$ cat config.mk
export PLATFORM = sky130hd
export DESIGN_NAME = ctl_port
export DESIGN_NICKNAME = d
export VERILOG_FILES = /design/src/inc/ctl_port_pkg.sv /design/src/inc/ctl_link_if.sv /design/src/design/ctl_port.sv /design/src/design/line_sampler.sv
export SDC_FILE = /design/constraint.sdc
export NUM_CORES = 1
export LEC_CHECK = 0
export ABC_AREA = 1
export BUFFER_PORTS_ARGS = -buffer_cell sky130_fd_sc_hd__buf_2
export CORE_AREA = 3 3 95 115
export DETAILED_ROUTE_END_ITERATION = 8
export DIE_AREA = 0 0 98 118
export HOLD_SLACK_MARGIN = 0.12
export PLACE_DENSITY = 0.79
export SKIP_CTS_REPAIR_TIMING = 1
export SYNTH_ARGS = -nofsm -noshare
export SYNTH_HDL_FRONTEND = slang
export SYNTH_HIERARCHICAL = 1
export SYNTH_SLANG_ARGS = --single-unit
$ cat constraint.sdc
create_clock -name clk_sys -period 2.7 [get_ports clk_sys]
set_input_delay 0 -clock clk_sys [delete_from_list [all_inputs] [get_ports clk_sys]]
set_output_delay 0 -clock clk_sys [all_outputs]
set_load 0.005 [all_outputs]
$ cat src/inc/ctl_port_pkg.sv
package ctl_port_pkg;
  // subaddress map
  localparam logic [7:0] SUB_ERROR_STATUS = 8'h02;
  localparam logic [7:0] SUB_SERIAL_FMT   = 8'h04;
  localparam logic [7:0] SUB_SYS_CTRL2    = 8'h05;
  localparam logic [7:0] SUB_ADDR_UNLOCK  = 8'hF8;
  localparam logic [7:0] SUB_NEW_ADDR     = 8'hF9;
  localparam logic [7:0] SUB_WIDE_FIRST   = 8'h20;
  // unlock key for the address change
  localparam logic [31:0] ADDR_UNLOCK_KEY = 32'hF9A5A5A5;
  // strapped target addresses, 8-bit form as printed
  localparam logic [7:0] TADDR_LOW  = 8'h54;
  localparam logic [7:0] TADDR_HIGH = 8'h56;
  // reset values
  localparam logic [7:0] SERIAL_FMT_RST = 8'h05;
  localparam logic [7:0] SYS_CTRL2_RST  = 8'h40;
  // field positions
  localparam int SYS2_FAULT_OUT_BIT = 0;
  localparam int ERR_FAULT_BIT      = 1;
  // byte counts
  localparam logic [2:0] WORD_BYTES = 3'd4;
  // biquad subaddress span
  localparam logic [7:0] BIQUAD_FIRST = 8'h29;
  localparam logic [7:0] BIQUAD_LAST  = 8'h3C;
  localparam logic [4:0] BIQUAD_BYTES = 5'd20;
endpackage

$ cat src/inc/ctl_link_if.sv
`timescale 1ns/1ps
// event strobes from the line sampler to the protocol engine
interface ctl_link_if;
  logic scl_rise;  // scl rising edge
  logic scl_fall;  // scl falling edge
  logic sda_lvl;   // synchronised sda level
  logic start_ev;  // start or repeated start
  logic stop_ev;   // stop condition
  modport src (output scl_rise, scl_fall, sda_lvl, start_ev, stop_ev);
  modport dst (input scl_rise, scl_fall, sda_lvl, start_ev, stop_ev);
endinterface

$ cat src/design/ctl_port.sv
// Contract
// - serve as bus target at 100 kHz and 400 kHz, single and multi byte.
// - target only; never arbitrates and never stretches the clock.
// - all bytes are eight bits, most significant bit first.
// - acknowledge a received byte by holding sda low in ninth clock.
// - sda changes only while scl is low outside start and stop.
// - strap low gives the lower address, high or open the higher.
// - strap sampled after reset release and held until next reset.
// - strap pin becomes fault output through second system control register.
// - after address change only the new address is answered.
// - low subaddresses take single bytes; upper ones whole four-byte words. The code takes whole 20-byte sets at biquad subaddresses 0x29 to 0x3C.
// - multi-byte read returns successive bytes while master acknowledges.
// - unused bit positions of a read subaddress return zero.
// - bytes counted per subaddress; early stop or restart discards partial set.
// - sequential write commits full sets, advances, drops incomplete last set.
// - no limit on bytes between start and stop.
// - write is address, subaddress, data, each acknowledged by device.
// - every data byte of a multi-byte write is acknowledged.
// - read is subaddress write, repeated start with read bit, then data.
// - bit zero of second system control register selects fault output.
// - fault output drives low on shutdown fault, high when normal.
// - latched fault copy in error status bit one, cleared by bus write.
`timescale 1ns/1ps
module ctl_port
  import ctl_port_pkg::*;
(
  input  wire logic       clk_sys,      // system clock, 125 MHz
  input  wire logic       rst_b,        // async reset, active low
  input  wire logic       scl_in,       // bus clock pin
  input  wire logic       sda_in,       // bus data pin level
  output logic            sda_out,      // bus data drive value, always 0
  output logic            sda_oe_b,     // low while pulling sda low
  input  wire logic       strap_in,     // strap pin level
  output logic            strap_out,    // strap pin drive value in fault mode
  output logic            strap_oe_b,   // low while strap pin is driven
  input  wire logic       fault_in,     // shutdown fault from protection logic
  output logic [7:0]      serial_fmt,   // serial format select
  output logic [7:0]      sys_ctrl2     // second system control register
);
  // ********************************************************
  // line events
  // ********************************************************
  ctl_link_if lnk ();

  // the sampler brings both pins into this clock domain before any decode
  line_sampler i_line_sampler (
    .clk_sys (clk_sys),
    .rst_b   (rst_b),
    .scl_in  (scl_in),
    .sda_in  (sda_in),
    .ev      (lnk.src)
  );

  // ********************************************************
  // state
  // ********************************************************
  // ST_IGNORE parks a transaction that is not ours until the next start or stop
  typedef enum logic [2:0] {ST_IDLE, ST_ADDR, ST_SUB, ST_WDATA, ST_RDATA, ST_IGNORE} state_t;

  state_t      state_q;
  logic [3:0]  bit_cnt_q;     // 0..7 data bits, 8 is the ack slot
  logic [7:0]  shift_q;       // receive shift register
  logic [7:0]  tx_q;          // transmit shift register
  logic        ack_drive_q;   // pulling sda low for ack
  logic        tx_drive_q;    // driving a data zero
  logic        rd_mode_q;     // current phase is a read
  logic        mack_q;        // master acknowledged last read byte
  logic [7:0]  sub_q;         // current subaddress
  logic [4:0]  byte_cnt_q;    // bytes received for current subaddress
  logic [159:0] stage_q;      // partial write data
  logic [6:0]  taddr_q;       // latched target address
  logic        strap_done_q;  // strap sampled since reset
  logic        unlock_q;      // unlock key accepted
  logic [1:0]  strap_sync_q;  // strap synchroniser
  logic [1:0]  fault_sync_q;  // fault synchroniser
  logic [7:0]  serial_fmt_q;
  logic [7:0]  sys_ctrl2_q;
  logic        fault_latch_q;
  logic        start_fall_q;  // closing scl fall of a start still to come

  // full byte count needed before a subaddress is committed
  // a short write to the upper range is therefore dropped at stop
  function automatic logic [4:0] set_size(input logic [7:0] sub);
    if (sub < SUB_WIDE_FIRST)
      set_size = 5'd1;
    else if (sub >= BIQUAD_FIRST && sub <= BIQUAD_LAST)
      set_size = BIQUAD_BYTES;
    else
      set_size = {2'b00, WORD_BYTES};
  endfunction

  // byte of a read subaddress; narrow registers sit in the low byte
  function automatic logic [7:0] read_byte(input logic [7:0] sub, input logic [4:0] idx,
                                           input logic [7:0] fmt, input logic [7:0] c2,
                                           input logic flt);
    logic [7:0] v;
    v = 8'h00;
    if (sub < SUB_WIDE_FIRST) begin
      unique case (sub)
        SUB_ERROR_STATUS: v = {6'd0, flt, 1'b0};
        SUB_SERIAL_FMT:   v = fmt;
        SUB_SYS_CTRL2:    v = c2;
        default:          v = 8'h00;
      endcase
    end
    // upper range words hold nothing readable and return zero
    read_byte = (idx == 5'd0 || sub < SUB_WIDE_FIRST) ? v : 8'h00;
  endfunction

  // byte boundary, and the byte as it completes with the bit now on the wire
  wire byte_done = lnk.scl_rise && bit_cnt_q == 4'd7;
  wire [7:0] rx_byte = {shift_q[6:0], lnk.sda_lvl};
  wire [4:0] need = set_size(sub_q);
  // a read burst moves the subaddress on the same edge that loads the next
  // byte, so that byte is looked up one step ahead
  wire       rd_step   = byte_cnt_q + 5'd1 >= need;
  wire [7:0] rd_sub_nx = rd_step ? sub_q + 8'h01 : sub_q;
  wire [4:0] rd_idx_nx = rd_step ? 5'd0 : byte_cnt_q + 5'd1;
  wire [7:0] rd_first  = read_byte(sub_q, byte_cnt_q, serial_fmt_q, sys_ctrl2_q,
                                   fault_latch_q);
  wire [7:0] rd_next   = read_byte(rd_sub_nx, rd_idx_nx, serial_fmt_q, sys_ctrl2_q,
                                   fault_latch_q);

  // ********************************************************
  // strap sampling and address
  // ********************************************************
  // strap synchroniser runs through reset, so it already holds the pin level
  // at the first edge after release; a reset value there would mask a low strap
  always_ff @(posedge clk_sys) begin
    strap_sync_q <= {strap_sync_q[0], strap_in};
  end

  // fault synchroniser
  always_ff @(posedge clk_sys or negedge rst_b) begin
    if (!rst_b) begin
      fault_sync_q <= 2'b00;
    end else begin
      fault_sync_q <= {fault_sync_q[0], fault_in};
    end
  end

  // caught after release, since async reset may only load constants
  always_ff @(posedge clk_sys or negedge rst_b) begin
    if (!rst_b) begin
      strap_done_q <= 1'b0;
      taddr_q      <= TADDR_HIGH[7:1];
    end else if (!strap_done_q) begin
      strap_done_q <= 1'b1;
      taddr_q      <= strap_sync_q[1] ? TADDR_HIGH[7:1] : TADDR_LOW[7:1];
    end else if (state_q == ST_WDATA && byte_done && sub_q == SUB_NEW_ADDR
                 && unlock_q && byte_cnt_q == 5'd3) begin
      taddr_q      <= rx_byte[6:0];
    end
  end

  // ********************************************************
  // protocol engine
  // ********************************************************
  // sda only pulled low, scl never touched
  always_ff @(posedge clk_sys or negedge rst_b) begin
    if (!rst_b) begin
      state_q     <= ST_IDLE;
      bit_cnt_q   <= 4'd0;
      shift_q     <= 8'h00;
      tx_q        <= 8'h00;
      ack_drive_q <= 1'b0;
      tx_drive_q  <= 1'b0;
      rd_mode_q   <= 1'b0;
      mack_q      <= 1'b0;
      start_fall_q <= 1'b0;
    end else if (lnk.stop_ev) begin
      // a stop abandons whatever byte was in flight
      state_q     <= ST_IDLE;
      ack_drive_q <= 1'b0;
      tx_drive_q  <= 1'b0;
      start_fall_q <= 1'b0;
    end else if (lnk.start_ev) begin
      state_q     <= ST_ADDR;
      bit_cnt_q   <= 4'd0;
      start_fall_q <= 1'b1;
      ack_drive_q <= 1'b0;
      tx_drive_q  <= 1'b0;
    end else if (state_q != ST_IDLE && state_q != ST_IGNORE) begin
      if (lnk.scl_rise && bit_cnt_q < 4'd8) begin
        shift_q <= rx_byte;
        if (bit_cnt_q == 4'd7 && state_q == ST_ADDR) begin
          rd_mode_q <= lnk.sda_lvl;
          if (rx_byte[7:1] != taddr_q)
            state_q <= ST_IGNORE;
        end
      end else if (lnk.scl_rise && bit_cnt_q == 4'd8) begin
        mack_q <= ~lnk.sda_lvl;
      end
      if (lnk.scl_fall && start_fall_q) begin
        // the fall that closes a start carries no bit
        start_fall_q <= 1'b0;
      end else if (lnk.scl_fall) begin
        if (bit_cnt_q == 4'd7) begin
          bit_cnt_q   <= 4'd8;
          tx_drive_q  <= 1'b0;
          ack_drive_q <= state_q != ST_RDATA;
        end else if (bit_cnt_q == 4'd8) begin
          bit_cnt_q   <= 4'd0;
          ack_drive_q <= 1'b0;
          unique case (state_q)
            ST_ADDR: begin
              state_q <= rd_mode_q ? ST_RDATA : ST_SUB;
              if (rd_mode_q) begin
                tx_q       <= {rd_first[6:0], 1'b0};
                tx_drive_q <= ~rd_first[7];
              end
            end
            ST_SUB:   state_q <= ST_WDATA;
            ST_WDATA: state_q <= ST_WDATA;
            ST_RDATA: begin
              if (mack_q) begin
                tx_q       <= {rd_next[6:0], 1'b0};
                tx_drive_q <= ~rd_next[7];
              end else begin
                state_q <= ST_IGNORE;
              end
            end
            default:  state_q <= ST_IGNORE;
          endcase
        end else begin
          bit_cnt_q <= bit_cnt_q + 4'd1;
          if (state_q == ST_RDATA) begin
            tx_drive_q <= ~tx_q[7];
            tx_q       <= {tx_q[6:0], 1'b0};
          end
        end
      end
    end
  end

  // ********************************************************
  // subaddress tracking and write staging
  // ********************************************************
  always_ff @(posedge clk_sys or negedge rst_b) begin
    if (!rst_b) begin
      sub_q      <= 8'h00;
      byte_cnt_q <= 5'd0;
      stage_q    <= '0;
    end else if (lnk.start_ev || lnk.stop_ev) begin
      byte_cnt_q <= 5'd0;
    end else if (byte_done && state_q == ST_SUB) begin
      sub_q      <= rx_byte;
      byte_cnt_q <= 5'd0;
    end else if (byte_done && state_q == ST_WDATA) begin
      stage_q <= {stage_q[151:0], rx_byte};
      if (byte_cnt_q + 5'd1 == need) begin
        sub_q      <= sub_q + 8'h01;
        byte_cnt_q <= 5'd0;
      end else begin
        byte_cnt_q <= byte_cnt_q + 5'd1;
      end
    end else if (lnk.scl_fall && bit_cnt_q == 4'd8 && state_q == ST_RDATA && mack_q) begin
      // read sequencing: advance per byte, per word for upper range, per 20-byte set for biquads
      if (byte_cnt_q + 5'd1 >= need) begin
        sub_q      <= sub_q + 8'h01;
        byte_cnt_q <= 5'd0;
      end else begin
        byte_cnt_q <= byte_cnt_q + 5'd1;
      end
    end
  end

  // commit fires on the scl rise of the last bit of a complete set
  wire commit = byte_done && state_q == ST_WDATA && byte_cnt_q + 5'd1 == need;
  wire [31:0] word_in = {stage_q[23:0], rx_byte};

  // ********************************************************
  // register file
  // ********************************************************
  always_ff @(posedge clk_sys or negedge rst_b) begin
    if (!rst_b) begin
      serial_fmt_q <= SERIAL_FMT_RST;
      sys_ctrl2_q  <= SYS_CTRL2_RST;
      unlock_q     <= 1'b0;
    end else if (commit) begin
      unique case (sub_q)
        SUB_SERIAL_FMT: serial_fmt_q <= rx_byte;
        SUB_SYS_CTRL2:  sys_ctrl2_q  <= rx_byte;
        // a wrong key withdraws an earlier unlock as well
        // key must precede new address
        SUB_ADDR_UNLOCK: unlock_q    <= word_in == ADDR_UNLOCK_KEY;
        SUB_NEW_ADDR:    unlock_q    <= 1'b0;
        default:         unlock_q    <= unlock_q;
      endcase
    end
  end

  // sticky fault copy; a new fault wins over a clearing write
  // the pin follows the live fault, this copy remembers it for the host
  always_ff @(posedge clk_sys or negedge rst_b) begin
    if (!rst_b)
      fault_latch_q <= 1'b0;
    else if (fault_sync_q[1])
      fault_latch_q <= 1'b1;
    else if (commit && sub_q == SUB_ERROR_STATUS)
      fault_latch_q <= 1'b0;
  end

  // ********************************************************
  // pins
  // ********************************************************
  // sda is open drain: the drive value stays zero and only the enable moves
  // sampling at 8 ns covers both bus rates
  assign sda_out    = 1'b0;
  assign sda_oe_b   = ~(ack_drive_q | tx_drive_q);
  // strap stays an input until the address is latched, so its reading is clean
  // bit zero selects fault output after strap latched
  assign strap_out  = ~fault_sync_q[1];
  assign strap_oe_b = ~(strap_done_q & sys_ctrl2_q[SYS2_FAULT_OUT_BIT]);
  assign serial_fmt = serial_fmt_q;
  assign sys_ctrl2  = sys_ctrl2_q;
endmodule

$ cat src/design/line_sampler.sv
`timescale 1ns/1ps
module line_sampler (
  input  wire logic clk_sys,  // system clock
  input  wire logic rst_b,    // async reset, active low
  input  wire logic scl_in,   // raw scl pin
  input  wire logic sda_in,   // raw sda pin
  ctl_link_if.src   ev        // decoded line events
);
  logic [1:0] scl_sync_q;
  logic [1:0] sda_sync_q;
  logic       scl_q;
  logic       sda_q;

  // two-stage synchronisers, stage one read by stage two only
  always_ff @(posedge clk_sys or negedge rst_b) begin
    if (!rst_b) begin
      scl_sync_q <= 2'b11;
      sda_sync_q <= 2'b11;
      scl_q      <= 1'b1;
      sda_q      <= 1'b1;
    end else begin
      scl_sync_q <= {scl_sync_q[0], scl_in};
      sda_sync_q <= {sda_sync_q[0], sda_in};
      scl_q      <= scl_sync_q[1];
      sda_q      <= sda_sync_q[1];
    end
  end

  // edges and bus conditions
  assign ev.scl_rise = scl_sync_q[1] & ~scl_q;
  assign ev.scl_fall = ~scl_sync_q[1] & scl_q;
  assign ev.sda_lvl  = sda_sync_q[1];
  // start: sda falls while scl high
  assign ev.start_ev = scl_sync_q[1] & scl_q & sda_q & ~sda_sync_q[1];
  // stop: sda rises while scl high
  assign ev.stop_ev  = scl_sync_q[1] & scl_q & ~sda_q & sda_sync_q[1];
endmodule

==> Flow_metrics.wiki <==
{| class="wikitable"
! Metric !! Value
|-
| Slack of the worst reg-to-reg path || -110 ps
|-
| Proportion of synthesized flip-flops having asynchronous set or reset || a little over nine tenths
|-
| R2R Path End || tx_q[2]$_DFFE_PN0P_
|-
| Setup repair after global routing missed its margin || yes
|-
| Final WL || 14720 µm
|-
| Remaining Overflow, GRT || 0
|-
| H-tree depth || 3
|-
| Clock latency reported for the late side of the worst-skew pair || 350 ps
|-
| Worst Hold Margin || 180.4 ps
|-
| Worst path top cell family by delay || simple AND/OR/NAND/NOR gates
|-
| Type of the most critical hold path || in -> async
|-
| Number of synthesized register bits || 99
|-
| CTS tree || yes
|-
| Cell types with the largest area share after synthesis || dfrtp_1 39%, nand2_1 9.8%, dfstp_2 6.3%
|-
| Die ar. || 11560 µm²
|-
| Final cycle utilization of the critical path || 104.1%
|-
| Largest net degree at the start of global routing || 58
|-
| Most used routing layer in global routing || met2
|-
| Clock transition at the registers of the reported paths || 80 ps
|-
| Fraction of final layout cells with drive strength greater than 1 || 24.50%
|-
| Internal Dissipation || 0.002203 W
|-
| Share of power burned in the clock network || between 40 and 50%
|-
| Xor-xnor portion of the synthesized cell area || 2.416%
|-
| Placed instance area || 5948 µm²
|-
| Clock root buffer || clkbuf_16
|-
| Post-route clock skew || 9.668 ps
|-
| Clk sinks || 99
|-
| Number of cells on the worst reg-to-reg path || 19
|-
| FILL cells || 785
|-
| Chip Height || between 100 and 150 µm
|-
| Residual antenna-violating net count after detailed routing || 0
|-
| Violations in the final reports || negative setup slack
|-
| Power share of the combinational group || 3.5%
|-
| Largest family of logic cells by synthesized area || simple AND/OR/NAND/NOR gates
|-
| Pre-CTS WS || -122.8 ps
|-
| Cell breakdown of the critical path || ha_4, nand3_2, xor2_1, inv_1, ha_1, and3_4, o211ai_4, buf_6, nand3_2, nand2_2, nand2_4, buf_4, nor2_4, nand3_1, nand3_2, nand3_1, nand2_1, nand2_1, nand2_1
|-
| Highest clock rate || 0.3559 GHz
|-
| Final-report setup violation count || 8
|-
| Compound-Gate Fraction of Synth Area || 14.40%
|-
| Peak ir drop on the vdd network || 0.3771 mV
|-
| Inserted Diodes || 0
|-
| Total DRC errors in the routed layout || 0
|-
| Crit Path Max Fanout || 6
|-
| Global Route met3 Usage || about 4.2%
|-
| Met1 capacity usage during global routing || 30.24%
|-
| Avg Inst Size Synth || about 8 µm²
|-
| Max-capacitance violation count || 0
|-
| EDFF count, synth || 0
|-
| Worst path max stage delay || 390 ps
|-
| Number of DRC markers in iteration 0 || 525
|-
| Slowest stage cell, crit path || dfrtp_1
|-
| Final Critical Period || ~2800 ps
|-
| Layout Area Growth over Synthesis || 21.72%
|-
| Last weighted congestion value of the routability-driven placer || 0.9775
|-
| Arr. time, crit path || just over 3000 ps
|-
| Global-route usage over all layers || 24.28%
|-
| Floorplan core area || 9960 µm²
|-
| Via density || about 5.7
|-
| Syn Std Cell Area || around 5400 µm²
|-
| Adder-cell share of the synthesized area || between 2 and 3%
|-
| Yosys warnings || 6
|-
| Number of ports placed on the die boundary || 26
|-
| Total leakage power || 3.017 nW
|-
| Source of the worst register-to-register timing path || byte_cnt_q[1]$_DFFE_PN0P_
|-
| Part of the Yosys area used for sequential elements || approximately 46%
|-
| Setup WS post-layout || -109.9 ps
|-
| Sequential group share of total power || 52.5%
|-
| Average detailed-routed wire length per instance || roughly 17 µm
|-
| Cell type with the highest aggregate area in the netlist || dfrtp_1
|-
| Wire length of the first global-routing pass || 22740 µm
|-
| Simple-Gate Fraction of Synth Area || 24.78%
|-
| Result of the run || finished with violations
|-
| Buffers & Inverters on Critical Path || 3
|-
| Measured slew at the worst slew-check pin || 666.0 ps
|-
| Die outline width || 98 µm
|-
| Number of nets produced by synthesis || 689
|-
| Data required time at the worst endpoint || 2990 ps
|-
| Number of core rows || 40
|-
| Vias in the first global route || slightly below 5000
|-
| CTS buffer count || 9
|-
| Number of hold-slack violations in the final timing report || 0
|-
| Initial Utilization || 54.60%
|-
| Post-layout net count || 763
|-
| Share of Yosys cell area claimed by the top area cell type || 38.66%
|-
| Vias || 4986
|-
| DPL Wire Length || 10130 µm
|-
| Power per standard cell area || between 400 and 500 nW/µm²
|-
| Most used flip-flop cell after synthesis || dfrtp_1
|-
| Syn Inst Count || approximately 670
|-
| Met2 Track Usage GR || 41.18%
|-
| Crit path capture type || register
|-
| Buffers from clock root to sink, at most || 2
|-
| Worst slew margin || ~55%
|-
| Initial antenna violation count || 0
|-
| Classification of the worst setup path || reg -> reg
|-
| Share of cell area taken by muxes after synthesis || 1.657%
|-
| Non-Filler Cell Area, Final || 6619 µm²
|-
| First-pass iteration count of the detailed router || 5
|-
| Distinct cell type count of the synthesized netlist || 53
|-
| Power spent charging and discharging nets || 0.0007104 W
|-
| Switching share of total power || 24.38%
|-
| Port Buffers || 24
|-
| Total count of max-transition violations in the final report || 0
|-
| Category of the worst setup path launch point || register
|}
layout make-up:
cell class,instances,area [µm²],share of cell area [%]
tap,126,157.7,2.382
sequential,99,2485,37.54
inverter,93,349.1,5.274
timing repair buffer,81,606.8,9.168
clock buffer,9,225.2,3.403
multi-input combinational,462,2716,41.04
clock inverter,7,78.83,1.191
through the flow:
stage / TNS, ps / std cells / utilization (%) / total power (W)
2_1_floorplan: 0 / 672 / - / 0.001591
3_3_place_gp: -17.96 / 840 / 59.72 / 0.001648
3_5_place_dp: -562.4 / 840 / 59.72 / 0.001651
4_1_cts: -726.6 / 856 / 62.78 / 0.002924
5_1_grt: -2097 / 877 / 66.46 / 0.003004
6_report: -391.4 / 877 / 66.46 / 0.002913
cell usage in the layout (no fill, tap or decap), types with 9 or more instances in the layout:
cell / instances
buf_4: 46
o21ai_1: 14
nand2_2: 14
nand3_1: 30
o21ai_0: 61
xor2_1: 10
buf_2: 23
clkbuf_16: 9
inv_1: 79
nor2_1: 56
a21oi_1: 22
dfrtp_1: 83
nand4_1: 12
nand3_2: 12
nand2_1: 132
dfstp_2: 13
inv_2: 14
layer usage:
layer	share of wire [%]	vias to the layer above
met1	41	2387
li1	-	2369
met3	5.3	57
met5	0	-
met2	51	173
met4	3.2	0
cells by family (layout without fill, tap and decap cells):
kind of cell,count (synthesis),count (layout)
and+or+nand+nor,291,293
AOI/OAI and AO/OA,133,133
buffers and inverters,113,190
DFF,99,99
xor gates and xnor gates,15,15
adders and majority gates,11,11
muxes,8,8
other,2,2
how the worst max path moves through the flow:
stage | start | endpoint | slack, ps | depth (start not counted)
after floorplan | byte_cnt_q[0]$_DFFE_PN0P_ | tx_drive_q$_DFFE_PN0P_ | 6 | 20
after global placement | sub_q[0]$_DFFE_PN0P_ | tx_drive_q$_DFFE_PN0P_ | -20 | 21
after detailed placement | byte_cnt_q[0]$_DFFE_PN0P_ | tx_drive_q$_DFFE_PN0P_ | -120 | 19
after CTS | byte_cnt_q[0]$_DFFE_PN0P_ | tx_drive_q$_DFFE_PN0P_ | -140 | 19
after global routing | byte_cnt_q[2]$_DFFE_PN0P_ | tx_q[2]$_DFFE_PN0P_ | -290 | 18
final | byte_cnt_q[1]$_DFFE_PN0P_ | tx_q[2]$_DFFE_PN0P_ | -110 | 19
synthesized netlist by cell type (5+ instances only):
cell,instances
nand4_1,12
buf_2,5
xor2_1,11
dfrtp_1,84
nand2_2,6
nand2_1,142
o21ai_0,64
a21oi_1,23
o22ai_1,5
o221ai_1,5
ha_1,11
inv_1,82
nor2_1,60
nor4_1,5
nor3_1,10
mux2_1,5
o21ai_1,13
inv_2,11
dfstp_2,13
clkbuf_1,10
nand3_1,38
flip-flops by register name (all words and copies together) (netlist names), 2 cells and up:
name                       cells
shift_q                        7
tx_q                           7
sys_ctrl2                      8
i_line_sampler/scl_sync_q      2
state_q                        3
fault_sync_q                   2
byte_cnt_q                     5
i_line_sampler/sda_sync_q      2
stage_q                       24
taddr_q                        7
serial_fmt                     8
strap_sync_q                   2
sub_q                          8
bit_cnt_q                      4
power groups by stage:
| stage | logic [W] | registers, W | clock network, W |
|---|---|---|---|
| final | 0.000102 | 0.00153 | 0.00128 |
| after global routing | 0.000114 | 0.00153 | 0.00136 |
| after floorplan | 0.0000402 | 0.00155 | 0 |
| after detailed placement | 0.0000956 | 0.00156 | 0 |
| after CTS | 0.0000961 | 0.00153 | 0.00130 |
| after global placement | 0.0000933 | 0.00156 | 0 |
worst register-to-register path: stages (launching register included):
cell and delay (ps):
dfrtp_1 390, ha_4 180, nand3_2 90, xor2_1 190
inv_1 80, ha_1 320, and3_4 180, o211ai_4 130
buf_6 190, nand3_2 70, nand2_2 90, nand2_4 70
buf_4 150, nor2_4 150, nand3_1 120, nand3_2 90
nand3_1 80, nand2_1 80, nand2_1 50, nand2_1 60
No activity file was read; power rests on OpenSTA's default activity.
